`src/shared/pmhs_map.svh`:
```
// Register offsets, field positions, reset values and timing constants of the sequencer host
`ifndef PMHS_MAP_SVH
`define PMHS_MAP_SVH
// ==================================================
// Own register map (byte addresses on APB)
`define PMHS_CTRL_OFS        8'h00
`define PMHS_STATUS_OFS      8'h04
`define PMHS_EVENT_OFS       8'h08
`define PMHS_XFER_OFS        8'h0C
// ==================================================
// CTRL fields
`define PMHS_CTRL_HOST_SHUTDOWN_OUT_BIT   0
`define PMHS_CTRL_WPIN_BIT   1
`define PMHS_CTRL_WRTC_BIT   2
`define PMHS_CTRL_AUTO_BIT   3
`define PMHS_CTRL_PSM_BIT    4
`define PMHS_CTRL_PWM_BIT    5
// EVENT fields (write one to clear)
`define PMHS_EV_ALARM_BIT    0
`define PMHS_EV_NACK_BIT     1
`define PMHS_EV_NOWAKE_BIT   2
`define PMHS_EV_REFUSE_BIT   3
// ==================================================
// Device register addresses and values
`define PMHS_AUX_A_REG       8'h01
`define PMHS_AUX_B_REG       8'h02
`define PMHS_CONV1_REG       8'h03
`define PMHS_CONV2_REG       8'h04
`define PMHS_CONV3_REG       8'h05
`define PMHS_AUX_OFF_VAL     8'h00
`define PMHS_CONV_PSM_VAL    8'h00
`define PMHS_CONV_PWM_VAL    8'h01
`define PMHS_DEV_ADDR        7'h5B
// ==================================================
// Timing
`define PMHS_MCLK_NS         10
`define PMHS_I2C_QUARTER_NS  625
`define PMHS_SYNC_RST        2'h0
`endif

```
`src/shared/pmhs_pkg.sv`:
```
// Types shared by the sequencer host and its bench
package pmhs_pkg;
  // ==================================================
  // Bus carriers
  typedef struct packed {
    logic        psel;
    logic        penable;
    logic        pwrite;
    logic [7:0]  paddr;
    logic [31:0] pwdata;
  } pmhs_apb_req_t;
  typedef struct packed {
    logic [31:0] prdata;
    logic        pready;
    logic        pslverr;
  } pmhs_apb_rsp_t;
  // ==================================================
  // Host power state (Gray along run -> seq -> backup)
  typedef enum logic [1:0] {
    PMHS_RUN    = 2'h0,
    PMHS_SEQ    = 2'h1,
    PMHS_BACKUP = 2'h3
  } pmhs_pwr_t;
  // Serial engine state
  typedef enum logic [2:0] {
    PMHS_I_IDLE  = 3'h0,
    PMHS_I_START = 3'h1,
    PMHS_I_BITS  = 3'h3,
    PMHS_I_ACK   = 3'h2,
    PMHS_I_STOP  = 3'h6
  } pmhs_i2c_t;
  // Serial write sequence kinds
  typedef enum logic [1:0] {
    PMHS_K_MAN = 2'h0,
    PMHS_K_AUX = 2'h1,
    PMHS_K_PSM = 2'h2,
    PMHS_K_PWM = 2'h3
  } pmhs_kind_t;
endpackage

```
`src/rtl/pmhs_host.sv`:
```
// Host-side power sequencer controller: hold line, wake logic and serial write engine
// Function
// - Host raises hold before button release
// - Hold output defaults high before start
// - Aux channels enabled only by serial writes
// - In backup, wake source raises hold
// - Power-off: aux off first, then hold
// - Shutdown command bit drives hold low
// - Wake source required before shutdown command
// - Undervoltage alarm starts software power-off
// - Clear three converter mode bits for saving
// - Saving mode late, fixed mode early
// - 7-bit address, one register, one data
`timescale 1ns/1ps
`include "pmhs_map.svh"

module pmhs_host #(
  parameter logic [6:0] DEV_ADDR = `PMHS_DEV_ADDR  // Serial slave address
) (
  input  wire logic                    mclk_i,          // System clock, 100 MHz
  input  wire logic                    rst_n_i,         // Asynchronous reset, active low
  input  wire pmhs_pkg::pmhs_apb_req_t apb_i,           // APB request
  output pmhs_pkg::pmhs_apb_rsp_t      apb_o,           // APB answer
  output logic                         host_shutdown_out_o, // Power hold drive to device
  input  wire logic                    wake_pin_i,      // External wake pin
  input  wire logic                    rtc_alarm_i,     // Same-clock alarm pulse
  input  wire logic                    alarm_interrupt_n_i, // Device interrupt pin
  input  wire logic                    system_reset_out_n_i, // Device reset output
  input  wire logic                    scl_in_i,        // Serial clock pin level
  output logic                         scl_out_o,       // Serial clock drive value
  output logic                         scl_oe_o,        // Serial clock pull low
  input  wire logic                    sda_in_i,        // Serial data pin level
  output logic                         sda_out_o,       // Serial data drive value
  output logic                         sda_oe_o         // Serial data pull low
);
  import pmhs_pkg::*;

  // ==================================================
  // Timing
  localparam int QCYC = (`PMHS_I2C_QUARTER_NS + `PMHS_MCLK_NS - 1) / `PMHS_MCLK_NS;

  // ==================================================
  // State
  typedef struct packed {
    pmhs_pwr_t   pwr;        // Power state
    logic        hold;       // Hold drive
    pmhs_apb_rsp_t rsp;      // Bus answer
    logic        en_pin;     // Wake by pin enabled
    logic        en_rtc;     // Wake by alarm enabled
    logic        en_auto;    // Alarm starts power-off
    logic        psm_on;     // Converters left in saving mode
    pmhs_kind_t  kind;       // Running sequence
    logic [1:0]  step;       // Next write index
    logic [3:0]  ev;         // Sticky events
    logic [7:0]  man_reg;    // Manual write register
    logic [7:0]  man_data;   // Manual write value
    logic [2:0]  wk_s;       // Wake sync plus edge stage
    logic [2:0]  al_s;       // Alarm sync plus edge stage
    logic [1:0]  rs_s;       // Reset sync
    logic [1:0]  sd_s;       // Data sync
    logic [1:0]  sc_s;       // Clock sync
    pmhs_i2c_t   ist;        // Serial engine state
    logic [7:0]  qcnt;       // Quarter-bit counter
    logic [1:0]  phase;      // Quarter within bit
    logic [2:0]  bitn;       // Bit within byte
    logic [1:0]  byten;      // Byte within frame
    logic [7:0]  shreg;      // Shift register
    logic [15:0] frame;      // Register and data bytes
    logic        scl_oe;     // Clock pull low
    logic        sda_oe;     // Data pull low
  } pmhs_st_t;

  pmhs_st_t q;  // Registered state
  pmhs_st_t d;  // Next state

  // ==================================================
  // Write list lookup: register and value per step
  function automatic logic [15:0] step_bytes(pmhs_kind_t k, logic [1:0] s,
                                             logic [7:0] mr, logic [7:0] md);
    logic [7:0] cr;
    cr = (s == 2'h0) ? `PMHS_CONV1_REG : (s == 2'h1) ? `PMHS_CONV2_REG : `PMHS_CONV3_REG;
    unique case (k)
      PMHS_K_MAN: step_bytes = {mr, md};
      PMHS_K_AUX: step_bytes = {((s == 2'h0) ? `PMHS_AUX_A_REG : `PMHS_AUX_B_REG),
                                `PMHS_AUX_OFF_VAL};
      PMHS_K_PSM: step_bytes = {cr, `PMHS_CONV_PSM_VAL};
      PMHS_K_PWM: step_bytes = {cr, `PMHS_CONV_PWM_VAL};
    endcase
  endfunction

  // Number of writes in each sequence
  function automatic logic [1:0] step_count(pmhs_kind_t k);
    unique case (k)
      PMHS_K_MAN: step_count = 2'h1;
      PMHS_K_AUX: step_count = 2'h2;
      default:    step_count = 2'h3;
    endcase
  endfunction

  // ==================================================
  // Next-state logic
  always_comb
  begin
    logic       acc;
    logic       wr;
    logic [5:0] idx;
    logic       tick;
    logic       done;
    logic       nack;
    logic [1:0] np;
    logic [3:0] clr;
    logic       start;
    pmhs_kind_t skind;
    acc   = 1'b0;
    wr    = 1'b0;
    idx   = 6'h00;
    tick  = 1'b0;
    done  = 1'b0;
    nack  = 1'b0;
    np    = 2'h0;
    clr   = 4'h0;
    start = 1'b0;
    skind = PMHS_K_MAN;
    d     = q;

    // Synchronisers; only the second and edge stages feed logic
    d.wk_s = {q.wk_s[1:0], wake_pin_i};
    d.al_s = {q.al_s[1:0], alarm_interrupt_n_i};
    d.rs_s = {q.rs_s[0], system_reset_out_n_i};
    d.sd_s = {q.sd_s[0], sda_in_i};
    d.sc_s = {q.sc_s[0], scl_in_i};

    // APB: one wait state, write acts at the pready edge
    acc = apb_i.psel & apb_i.penable & q.rsp.pready;
    // Unmapped or unaligned writes answer with an error and change nothing
    wr  = acc & apb_i.pwrite & (apb_i.paddr[7:4] == 4'h0) & (apb_i.paddr[1:0] == 2'h0);
    idx = apb_i.paddr[7:2];
    d.rsp.pready = apb_i.psel & apb_i.penable & ~q.rsp.pready;
    if (apb_i.psel & apb_i.penable & ~q.rsp.pready)
    begin
      // Read data and error are prepared for the answer cycle
      d.rsp.pslverr = (apb_i.paddr[7:4] != 4'h0) || (apb_i.paddr[1:0] != 2'h0);
      unique case (apb_i.paddr)
        `PMHS_CTRL_OFS:   d.rsp.prdata = {28'h0, q.en_auto, q.en_rtc, q.en_pin, 1'b0};
        `PMHS_STATUS_OFS: d.rsp.prdata = {25'h0, q.psm_on, q.al_s[1], q.rs_s[1],
                                          (q.ist != PMHS_I_IDLE), q.hold, q.pwr};
        `PMHS_EVENT_OFS:  d.rsp.prdata = {28'h0, q.ev};
        `PMHS_XFER_OFS:   d.rsp.prdata = {16'h0, q.man_reg, q.man_data};
        default:          d.rsp.prdata = 32'h0;  // Unmapped reads zero with error
      endcase
    end
    else
    begin
      d.rsp.pslverr = 1'b0;
    end

    // Register writes; commands only start from run
    if (wr && idx == 6'(`PMHS_CTRL_OFS >> 2))
    begin
      d.en_pin  = apb_i.pwdata[`PMHS_CTRL_WPIN_BIT];
      d.en_rtc  = apb_i.pwdata[`PMHS_CTRL_WRTC_BIT];
      d.en_auto = apb_i.pwdata[`PMHS_CTRL_AUTO_BIT];
      if (apb_i.pwdata[`PMHS_CTRL_HOST_SHUTDOWN_OUT_BIT])
      begin
        // No wake source means no way back from backup
        if (!(apb_i.pwdata[`PMHS_CTRL_WPIN_BIT] | apb_i.pwdata[`PMHS_CTRL_WRTC_BIT]))
          d.ev[`PMHS_EV_NOWAKE_BIT] = 1'b1;
        else
        begin
          start = 1'b1;
          skind = PMHS_K_AUX;
        end
      end
      else if (apb_i.pwdata[`PMHS_CTRL_PSM_BIT])
      begin
        start = 1'b1;
        skind = PMHS_K_PSM;
      end
      else if (apb_i.pwdata[`PMHS_CTRL_PWM_BIT])
      begin
        start = 1'b1;
        skind = PMHS_K_PWM;
      end
    end
    if (wr && idx == 6'(`PMHS_XFER_OFS >> 2))
    begin
      d.man_reg  = apb_i.pwdata[15:8];
      d.man_data = apb_i.pwdata[7:0];
      start = 1'b1;
      skind = PMHS_K_MAN;
    end
    if (wr && idx == 6'(`PMHS_EVENT_OFS >> 2))
      clr = apb_i.pwdata[3:0];
    d.ev = d.ev & ~clr;

    // Falling device interrupt: record it, optionally start power-off
    if (!q.al_s[1] && q.al_s[2])
    begin
      d.ev[`PMHS_EV_ALARM_BIT] = 1'b1;
      if (q.en_auto && q.pwr == PMHS_RUN && !start && (q.en_pin | q.en_rtc))
      begin
        start = 1'b1;
        skind = PMHS_K_AUX;
      end
    end

    // ------------------------------------------------
    // Serial engine, quarter-bit paced; a held-low clock stretches
    tick = (q.qcnt == 8'(QCYC - 1));
    if (q.ist != PMHS_I_IDLE)
    begin
      if (!tick)
        d.qcnt = q.qcnt + 8'h01;
      else if (!(q.phase[1] && !q.scl_oe && !q.sc_s[1]))
      begin
        d.qcnt  = 8'h00;
        d.phase = q.phase + 2'h1;
        np      = q.phase + 2'h1;
      end
      else
      begin
        tick = 1'b0;
      end
    end
    unique case (q.ist)
      PMHS_I_IDLE:
      begin
        d.qcnt  = 8'h00;
        d.phase = 2'h0;
      end
      PMHS_I_START:
      if (tick)
      begin
        // Data already low with clock high: pull clock, send address
        d.scl_oe = 1'b1;
        d.ist    = PMHS_I_BITS;
        d.phase  = 2'h0;
        d.shreg  = {DEV_ADDR, 1'b0};
      end
      PMHS_I_BITS:
      if (tick)
      begin
        if (np == 2'h1)
          d.sda_oe = ~q.shreg[7];
        else if (np == 2'h2)
          d.scl_oe = 1'b0;
        else if (np == 2'h0)
        begin
          d.scl_oe = 1'b1;
          d.shreg  = {q.shreg[6:0], 1'b0};
          d.bitn   = q.bitn + 3'h1;
          if (q.bitn == 3'h7)
            d.ist = PMHS_I_ACK;
        end
      end
      PMHS_I_ACK:
      if (tick)
      begin
        if (np == 2'h1)
          d.sda_oe = 1'b0;
        else if (np == 2'h2)
          d.scl_oe = 1'b0;
        else if (np == 2'h0)
        begin
          d.scl_oe = 1'b1;
          d.byten  = q.byten + 2'h1;
          nack     = q.sd_s[1];
          if (nack || q.byten == 2'h2)
            d.ist = PMHS_I_STOP;
          else
          begin
            d.shreg = (q.byten == 2'h0) ? q.frame[15:8] : q.frame[7:0];
            d.ist   = PMHS_I_BITS;
          end
          if (nack)
            d.ev[`PMHS_EV_NACK_BIT] = 1'b1;
        end
      end
      PMHS_I_STOP:
      if (tick)
      begin
        if (np == 2'h1)
          d.sda_oe = 1'b1;
        else if (np == 2'h2)
          d.scl_oe = 1'b0;
        else if (np == 2'h3)
          d.sda_oe = 1'b0;
        else
        begin
          d.ist = PMHS_I_IDLE;
          done  = 1'b1;
        end
      end
      default: d.ist = PMHS_I_IDLE;
    endcase

    // ------------------------------------------------
    // Power state machine
    unique case (q.pwr)
      PMHS_RUN:
      if (start)
      begin
        d.pwr  = PMHS_SEQ;
        d.kind = skind;
        d.step = 2'h0;
      end
      PMHS_SEQ:
      begin
        if (start)
          d.ev[`PMHS_EV_REFUSE_BIT] = 1'b1;
        if (q.ist == PMHS_I_IDLE && !done)
        begin
          if (q.step == step_count(q.kind))
          begin
            // All writes through; aux off always precedes hold drop
            d.pwr = PMHS_RUN;
            if (q.kind == PMHS_K_AUX)
            begin
              d.hold = 1'b0;
              d.pwr  = PMHS_BACKUP;
            end
            else if (q.kind == PMHS_K_PSM)
              d.psm_on = 1'b1;
            else if (q.kind == PMHS_K_PWM)
              d.psm_on = 1'b0;
          end
          else
          begin
            d.frame  = step_bytes(q.kind, q.step, q.man_reg, q.man_data);
            d.step   = q.step + 2'h1;
            d.ist    = PMHS_I_START;
            d.sda_oe = 1'b1;
            d.bitn   = 3'h0;
            d.byten  = 2'h0;
          end
        end
        // A refused write aborts the sequence; hold stays up
        // Retag as a one-write manual job so the hold drop is skipped,
        // even when an older no-ack event was never cleared
        if (nack)
        begin
          d.step = 2'h1;
          d.kind = PMHS_K_MAN;
        end
      end
      PMHS_BACKUP:
      begin
        if (start)
          d.ev[`PMHS_EV_REFUSE_BIT] = 1'b1;
        // Wake raises hold; the pin wakes on its rising edge, the alarm on its level
        if ((q.en_pin && q.wk_s[1] && !q.wk_s[2]) || (q.en_rtc && rtc_alarm_i))
        begin
          d.hold   = 1'b1;
          d.psm_on = 1'b0;
          d.pwr    = PMHS_RUN;
        end
      end
      default: d.pwr = PMHS_RUN;
    endcase
    // Refused start from run while engine is busy never happens: run means idle
  end

  // ==================================================
  // State register; hold comes up high out of reset
  always_ff @(posedge mclk_i or negedge rst_n_i)
  begin
    if (!rst_n_i)
    begin
      q      <= '0;
      q.hold <= 1'b1;
      q.wk_s <= 3'h0;
      q.al_s <= 3'h7;
      q.rs_s <= `PMHS_SYNC_RST;
      q.sd_s <= 2'h3;
      q.sc_s <= 2'h3;
    end
    else
    begin
      q <= d;
    end
  end

  // ==================================================
  // Outputs from the state register; both serial drive values tied low
  assign apb_o               = q.rsp;
  assign host_shutdown_out_o = q.hold;
  assign scl_out_o           = 1'b0;
  assign scl_oe_o            = q.scl_oe;
  assign sda_out_o           = 1'b0;
  assign sda_oe_o            = q.sda_oe;

endmodule // pmhs_host

```
`config.mk`:
```
export PLATFORM = sky130hd
export DESIGN_NAME = pmhs_host
export DESIGN_NICKNAME = d
export VERILOG_FILES = /design/src/shared/pmhs_pkg.sv /design/src/rtl/pmhs_host.sv
export VERILOG_INCLUDE_DIRS = /design/src /design/src/shared
export SDC_FILE = /design/constraint.sdc
export NUM_CORES = 1
export LEC_CHECK = 0
export BUFFER_PORTS_ARGS = -buffer_cell sky130_fd_sc_hd__buf_4
export CAP_MARGIN = 25
export CELL_PAD_IN_SITES_DETAIL_PLACEMENT = 1
export CELL_PAD_IN_SITES_GLOBAL_PLACEMENT = 1
export CORE_MARGIN = 5
export CORE_UTILIZATION = 44
export DETAILED_ROUTE_END_ITERATION = 8
export PLACE_DENSITY = 0.84
export SLEW_MARGIN = 20
export SYNTH_ARGS = -nofsm -noshare
export SYNTH_HDL_FRONTEND = slang
export SYNTH_SLANG_ARGS = --single-unit
```
`constraint.sdc`:
```
create_clock -name mclk_i -period 3.26 [get_ports mclk_i]
set_input_delay 0.163 -clock mclk_i [delete_from_list [all_inputs] [get_ports mclk_i]]
set_output_delay 0.163 -clock mclk_i [all_outputs]
set_load 0.1 [all_outputs]
```
==> results.cfg, run 1 <==
[run_status]
status = completed

[power_and_ir_drop]
clock_power_share_pct = 33.7
combPwrFrac_pct = 22.1
p_switching_mw = 1.19
ir_worst_vdd_uv = 402
power.leakage_nw = 2.88
p_int_mw = 2.30
switching_share_pct = 34.1
seqPwrFrac_pct = 44.2
pwr_density_cell_mw_per_mm2 = 578

[min_path]
hold_class = primary input to flip-flop

[drt]
drt_iter0_drc = 140
ant_nets = 0
drc = 0
totalWireLength_um = 13600
drtPass1Iterations = 4
viasPerCell = 5.70
wl_per_cell_um = 19.3
route.vias.total = 4002

[setup_path]
cp_top_family = simple AND/OR/NAND/NOR gates
crit_fanout = 10
worstSetupPathType = flip-flop to flip-flop
cpMaxStageDelayCell = nor3b_1
end_kind = flip-flop
critPathBufInv = 1
critical_path_arrival_ps = 2850
timing.critical_path.slowest_cell_delay_ps = 450
critPathRequiredTime_ps = 3480
crit_path_start_kind = flip-flop
worstPathCellList = inv_1, ha_1, nor3b_1, nand2_1, nor2_1, o2111a_1, a31oi_1

[timing]
fin_crit_sh_pct = 80.8
fin_tns_setup_ps = 0
max_slew_margin_pct = 33.8
worstMarginPinSlew_ps = 990
setup_viol = 0
fmax_mhz = 380
rsz0062_at_grt = no
skew_ps = 13.4
period_minus_slack_ps = 2630
finalHoldViolCount = 0
slew_violations = 0

[cts]
cts_buffer_depth = 2
cts_tree = yes
htreeDepth = 3
cts_root_buffer = clkbuf_16
cts_buffers = 9
clkTransAtPathRegs_ps = 80
cts.sinks = 105
clk_latency_ps = 360

[logic_synthesis]
syn_inst = 514
yosysSeqAreaShare_pct = 49.9
synth_top_family_by_area = simple AND/OR/NAND/NOR gates
postSynth.asyncResetShare_pct = 100
synthAdderAreaFrac_pct = 2.13
synth-simple-area-share_pct = 17.3
ys_warn_count = 0
synth.area.mux_share_pct = 8.94
netlist_area_sq_mm = 0.00529
synth_edf_count = 0
ys.flop_type = dfrtp_1
synth_compound_area_share_pct = 12.3
ys_ff_latch = 105
ys_types = 64
synth_xor_area_share_pct = 0.994
avgSynthCellArea_sq_um = 10.3

[cells_and_area]
antenna_cells = 0
nNetsFinal = 610
drive_above_1_share_pct = 21.8
final_common_cell = dfrtp_1
area_delta_synth_final_pct = 14.3
final_cell_mix = 97 x dfrtp_1, 76 x nand2_1, 63 x buf_4
finalNonFillerCells = 702

[place]
hpwl_um = 9330
place.gp.congestion = 0.777
io_buffers = 55
dp.cells = 679

[grt]
grt_usage_pct = 19.6
antenna_found_initial = 0
grt_max_degree = 77
grt_pass1_vias = 4382
grt_pass1_wl_um = 22500
gr-total-overflow = 0

[floorplanning]
core_sq_mm = 0.0119
boundaryPins = 90
start_util_pct = 44.4
num_rows = 40
fp.dieH_um = 120
die_x_um = 120
dieArea_sq_mm = 0.0143

[flow_run]
drv_cap = 0
cell usage after synthesis, types with 6 or more instances:
cell | number | area share (%)
nand3_1 | 25 | 2.4
dfstp_2 | 8 | 4.0
nor2b_1 | 6 | 0.71
nand2_1 | 76 | 5.4
a21oi_1 | 14 | 1.3
buf_2 | 6 | 0.57
nor3_1 | 6 | 0.57
dfrtp_1 | 97 | 46
inv_1 | 15 | 1.1
mux2_1 | 12 | 2.6
clkbuf_1 | 17 | 1.2
o21ai_0 | 17 | 1.6
a31oi_1 | 8 | 0.95
nand2b_1 | 7 | 0.83
mux2_2 | 16 | 3.4
ha_1 | 9 | 2.1
mux2i_1 | 9 | 1.7
nor2_1 | 31 | 2.2
a22o_1 | 19 | 3.1
buf_4 | 36 | 5.1
area by class of cell:
| cell class | instances | area (sq um) |
|---|---|---|
| Multi-Input combinational cell | 348 | 2270 |
| Sequential cell | 105 | 2640 |
| Fill cell | 1322 | 5860 |
| Tap cell | 147 | 184 |
| Timing Repair Buffer | 70 | 561 |
| Clock buffer | 9 | 225 |
| Inverter | 16 | 60.1 |
| Clock inverter | 7 | 108 |
logic make-up after synthesis:
kind of cell | count (synthesis)
simple gates | 186
xor+xnor | 6
buf+inv | 78
compound gates | 89
other cells | 1
mux | 40
fa+ha+maj | 9
flops | 105
metal layers:
metal | vias to the layer above | wire (um) | track usage [%]
met5 | - | 0 | 0
li1 | 1825 | - | -
met2 | 81 | 7240 | 35.5
met3 | 22 | 527 | 4.10
met1 | 2074 | 5490 | 23.3
met4 | 0 | 307 | 5.73
worst paths after layout:
check	from	end	slack, ps	depth (start not counted)
worst max-delay path	q[33]$_DFFE_PN0P_	q[20]$_DFFE_PN0P_	630	7
worst min-delay path	apb_i[15]	q[71]$_DFFE_PN0P_	20	2
worst max register to register	q[33]$_DFFE_PN0P_	q[20]$_DFFE_PN0P_	630	7
worst min register to register	d[54]$_DFF_PN0_	d[55]$_DFF_PN0_	350	0
max in group asynchronous	rst_n_i	q[47]$_DFF_PN1_	2110	4
min in group asynchronous	rst_n_i	q[69]$_DFFE_PN0P_	230	2
power by group through the flow:
stage	logic [mW]	clock network, mW	registers, mW
CTS	0.774	1.20	1.54
global placement	0.712	0	1.56
floorplan	0.578	0	1.53
global route	0.852	1.27	1.56
detailed placement	0.753	0	1.57
finish	0.773	1.18	1.55
timing repair:
action,4_1_cts,5_1_grt
endpoints found under the hold margin,68,0
hold buffers,6,0
setup buffers,0,0
resized for setup,0,0
state kept, by name (all words and copies together) (netlist names):
name and count:
sda_oe_o 1, q 77, d 7, apb_o 18, host_shutdown_out_o 1, scl_oe_o 1
metrics by stage:
step / setup WS (ps) / utilization [%] / instance area [sq um] / total power [mW] / hold slack (ps)
after floorplan: 423 / - / 5350 / 2.11 / -133
after global placement: 821 / 47.2 / 5630 / 2.27 / 271
after detailed placement: 742 / 47.2 / 5630 / 2.32 / 272
after CTS: 609 / 50.5 / 6020 / 3.52 / 9.44
after global routing: 414 / 50.8 / 6050 / 3.68 / 5.24
final: 626 / 50.8 / 6050 / 3.50 / 19.8
(Power assumes the default switching activity.)
==> run 2: changes to the inputs <==
- CORE_UTILIZATION: 44 -> 39
- PLACE_DENSITY: 0.84 -> 0.79
- clock period: 3.26 -> 2.2 ns (I/O delays scaled with it)
==> results.cfg, run 2 (same netlist as run 1, synthesis figures left out) <==
[cells_and_area]
final_cell_area_sq_mm = 0.00640
final_cell_mix = 95 x dfrtp_1, 84 x buf_4, 76 x nand2_1
largest_register = q
nNetsFinal = 644
largest_reg_flops = 77
drive_above_1_share_pct = 26.3
area_delta_synth_final_pct = 21.0
final_core_util_pct = 48.1
finalNonFillerCells = 765
final_common_cell = dfrtp_1
antenna_cells = 0

[setup_path]
cp-startpoint = scl_oe_o$_DFFE_PN0P_
critPathRequiredTime_ps = 2460
worstPathCellList = nor3b_4, inv_2, ha_4, inv_4, o211ai_1, a2111oi_4, buf_4, buf_4, nor2_1, a31oi_1
ff2ff_path_depth = 10
end_kind = flip-flop
r2r_start = scl_oe_o$_DFFE_PN0P_
worstSetupPathType = flip-flop to flip-flop
critPathBufInv = 4
r2r_slack_ps = 60
endpoint = q[19]$_DFFE_PN0P_
worstReg2RegEnd = q[19]$_DFFE_PN0P_
crit_fanout = 6
cp.depth = 10
timing.critical_path.slowest_cell_delay_ps = 500
cpMaxStageDelayCell = dfrtp_4
cp_top_family = compound AO/OA/AOI/OAI gates
critical_path_arrival_ps = 2410
critPathMostFrequentCell = buf_4
crit_path_start_kind = flip-flop

[place]
hpwl_um = 10200
io_buffers = 55
placed_cell_area_sq_mm = 0.00588
dp.cells = 729
place.gp.congestion = 0.849

[flow_run]
drv_cap = 0

[grt]
grt_pass1_wl_um = 23600
grt_usage_pct = 18.3
grt_pass1_vias = 4469
antenna_found_initial = 0
grt_max_degree = 43
gr-total-overflow = 0

[timing]
slew_violations = 0
period_minus_slack_ps = 2140
fin_tns_setup_ps = 0
worstMarginPinSlew_ps = 604
setup_viol = 0
max_slew_margin_pct = 59.7
skew_ps = 12.3
finalHoldViolCount = 0
fmax_mhz = 466
fin_crit_sh_pct = 97.5

[drt]
viasPerCell = 5.39
wl_per_cell_um = 18.8
drt_iter0_drc = 278
totalWireLength_um = 14400
route.vias.total = 4127
drc = 0
drtPass1Iterations = 4
ant_nets = 0

[floorplanning]
start_util_pct = 39.8
fp.dieH_um = 126
num_rows = 42
boundaryPins = 90
dieArea_sq_mm = 0.0160
core_sq_mm = 0.0133
die_x_um = 126

[min_path]
hold_class = primary input to flip-flop

[cts]
cts_tree = yes
clkTransAtPathRegs_ps = 80
clk_latency_ps = 350
cts_root_buffer = clkbuf_16
cts.sinks = 105
cts_buffer_depth = 2
htreeDepth = 3
cts_buffers = 9

[power_and_ir_drop]
ir_worst_vdd_uv = 454
pwr_density_cell_mw_per_mm2 = 823
power.leakage_nw = 3.02
finalPower_mw = 5.27

[run_status]
status = completed
## run 2: cell count changes in the layout (fill, tap and decap cells not counted), moves of 2 or more
cell / before / now
nor3b_1: 4 / 2
buf_12: 0 / 2
dlygate4sd3_1: 6 / 18
inv_8: 1 / 3
inv_6: 2 / 0
dfrtp_1: 97 / 95
and4_1: 3 / 1
buf_4: 63 / 84
clkinvlp_4: 0 / 2
clkinv_8: 3 / 0
inv_1: 15 / 13
and4_2: 0 / 2
## run 2: per-stage QoR
stage | hold slack, ps | setup slack, ps
final | 24.7 | 55.9
after global routing | 28.0 | -21.2
after CTS | 16.7 | 3.24
after detailed placement | 156 | 17.2
after global placement | 142 | 108
after floorplan | -186 | -31.4
## run 2: where the power goes
group	switching (mW)	internal, mW	total, mW	leakage (nW)
registers	0.142	2.09	2.23	1.37
logic	0.843	0.502	1.34	1.51
clock network	0.786	0.906	1.69	0.147
total	1.77	3.50	5.27	3.02
## run 2: worst register-to-register path, stage by stage, from the launching register on
cell,delay [ps]
dfrtp_4,500
nor3b_4,200
inv_2,90
ha_4,190
inv_4,80
o211ai_1,140
a2111oi_4,340
buf_4,200
buf_4,130
nor2_1,40
a31oi_1,150
## run 2: area by class of cell
type / count / area (sq um)
multi-input combinational: 348 / 2310
inverter: 16 / 62.6
clock buffer: 9 / 225
clock inverter: 7 / 83.8
timing repair buffer: 104 / 851
fill: 1456 / 6900
sequential: 105 / 2640
tap: 176 / 220
## run 2: what timing repair did
item | in CTS | in global routing
setup buffers | 1 | 1
resized for setup | 0 | 9
endpoints found under the setup margin | 1 | 13
hold endpoints to repair | 53 | 0
hold buffers | 18 | 0
pin swaps | 1 | 1
## run 2: how the worst min path moves through the flow
| stage | startpoint | end | slack [ps] | cells after the start |
|---|---|---|---|---|
| floorplan | rst_n_i | apb_o[0]$_DFF_PN0_ | -190 | 0 |
| global placement | rst_n_i | apb_o[17]$_DFFE_PN0P_ | 140 | 1 |
| detailed placement | rst_n_i | apb_o[17]$_DFFE_PN0P_ | 160 | 1 |
| CTS | apb_i[1] | q[83]$_DFFE_PN0N_ | 20 | 2 |
| global route | apb_i[1] | q[83]$_DFFE_PN0N_ | 30 | 2 |
| finish | apb_i[1] | q[83]$_DFFE_PN0N_ | 20 | 2 |
## run 2: per-layer routing
layer  GRT usage, %  wire length (um)  part of all wire [%]
met5              0                 0                     0
met1           22.1              5980                    41
met2           32.7              7680                    53
met3           2.77               438                   3.0
met4           6.94               319                   2.2
==> run 3: changes to the inputs <==
- BUFFER_PORTS_ARGS: -buffer_cell sky130_fd_sc_hd__buf_4 -> unset
- CORE_UTILIZATION: 39 -> 45
- DONT_BUFFER_PORTS: unset -> 1
- PLACE_DENSITY: 0.79 -> 0.8
==> results.cfg, run 3 (same netlist as run 1, synthesis figures left out) <==
[run_status]
status = finished, violations left
violations = hold timing

[power_and_ir_drop]
switching_share_pct = 32.7
clock_power_share_pct = 32.9
power.leakage_nw = 2.92
ir_worst_vdd_uv = 647
combPwrFrac_pct = 24.0
finalPower_mw = 5.18
pwr_density_cell_mw_per_mm2 = 834
seqPwrFrac_pct = 43.1
p_int_mw = 3.49
p_switching_mw = 1.69

[timing]
period_minus_slack_ps = 2170
hold_ws_ps = -562
slew_violations = 0
finalWorstSetupSlack_ps = 32.2
rsz0062_at_grt = yes
worstMarginPinSlew_ps = 883
skew_ps = 10.1
fin_tns_setup_ps = 0
setup_viol = 0
fmax_mhz = 461
finalHoldViolCount = 105
max_slew_margin_pct = 41.2
fin_crit_sh_pct = 98.5

[floorplanning]
num_rows = 39
start_util_pct = 46.1
boundaryPins = 90
core_sq_mm = 0.0115
die_x_um = 118
dieArea_sq_mm = 0.0140
fp.dieH_um = 118

[cts]
htreeDepth = 3
cts.sinks = 105
clk_latency_ps = 370
clkTransAtPathRegs_ps = 70
cts_buffer_depth = 2
cts_buffers = 9
cts_tree = yes
cts_hold_buffers = 28
cts_root_buffer = clkbuf_16

[cells_and_area]
final_cell_mix = 95 x dfrtp_1, 76 x nand2_1, 56 x buf_4
final_common_cell = dfrtp_1
antenna_cells = 0
largest_reg_flops = 77
largest_register = q
final_cell_area_sq_mm = 0.00622
nNetsFinal = 625
area_delta_synth_final_pct = 17.6
drive_above_1_share_pct = 21.8

[grt]
gr-total-overflow = 0
grt_pass1_vias = 4530
grt_max_degree = 106
grt_pass1_wl_um = 23600
antenna_found_initial = 0
grt_usage_pct = 20.8

[setup_path]
r2r_start = scl_oe_o$_DFFE_PN0P_
worstSetupPathType = flip-flop to flip-flop
crit_path_start_kind = flip-flop
cpMaxStageDelayCell = dfrtp_4
crit_fanout = 8
worstPathCellList = buf_4, o21ai_1, o211ai_1, buf_4, nand3_1, o2111a_2, a31o_2
critPathMostFrequentCell = buf_4
end_kind = flip-flop
critPathRequiredTime_ps = 2450
critical_path_arrival_ps = 2420
cp-startpoint = scl_oe_o$_DFFE_PN0P_
timing.critical_path.slowest_cell_delay_ps = 430

[drt]
viasPerCell = 5.69
totalWireLength_um = 14300
drtPass1Iterations = 5
route.vias.total = 4054
ant_nets = 0
wl_per_cell_um = 20.0
drc = 0
drt_iter0_drc = 279

[place]
place.gp.congestion = 0.834
hpwl_um = 9290
placed_cell_area_sq_mm = 0.00554
place_ws_ps = 23.5
io_buffers = 0

[flow_run]
drv_cap = 0

[min_path]
hold_class = primary input to async pin
[run 3: cell types whose count changed in the layout (fill, tap and decap cells not counted), moves of 2 or more]
cell	change
buf_12	-2
inv_6	+3
and4_2	-2
and4_1	+2
buf_4	-28
inv_8	-3
dlygate4sd3_1	+10
[run 3: critical path, delay by kind of cell (launching register included)]
kind,cells,cell delay (ps)
compound gates,4,1010
buf+inv,2,480
flops,1,430
simple gates,1,130
[run 3: power by group through the flow]
stage	logic (mW)	clock network [mW]	registers, mW
after floorplan	0.857	0	2.27
after global placement	1.12	0	2.26
after detailed placement	1.17	0	2.27
after CTS	1.22	1.73	2.23
after global routing	1.37	1.83	2.26
final	1.24	1.70	2.23
[run 3: metal layers]
layer | global-route usage, % | vias up | share of wire (%)
li1 | - | 1853 | -
met1 | 25.2 | 2067 | 41
met2 | 35.3 | 98 | 52
met3 | 5.73 | 36 | 4.5
met4 | 7.80 | 0 | 2.6
met5 | 0 | - | 0
[run 3: worst paths after layout]
path	endpoint	slack [ps]	cells past startpoint
worst max register to register	q[18]$_DFFE_PN0P_	30	7
worst max-delay path	q[18]$_DFFE_PN0P_	30	7
max in group asynchronous	q[47]$_DFF_PN1_	2520	0
worst min register to register	q[45]$_DFF_PN1_	360	0
worst min-delay path	apb_o[1]$_DFF_PN0_	-560	0
min in group mclk_i	q[120]$_DFFE_PN0P_	30	3
[run 3: final cells by class]
| class | instances | area (sq um) |
|---|---|---|
| clock buffer | 10 | 239 |
| clock inverter | 6 | 72.6 |
| fill | 1227 | 5250 |
| inverter | 16 | 62.6 |
| multi-input combinational | 348 | 2310 |
| sequential | 105 | 2640 |
| tap | 143 | 179 |
| timing repair buffer | 85 | 712 |
[run 3: timing repair]
item,CTS,global route
endpoints found under the setup margin,0,13
hold endpoints to repair,137,105
setup buffers,0,9
resized for setup,0,6
[run 3: per-stage QoR]
step                      util (%)  std cells
final                         54.2        713
after global routing          54.2        713
after CTS                     53.5        704
after detailed placement      48.3        660
after global placement        48.3        660
after floorplan                  -        531
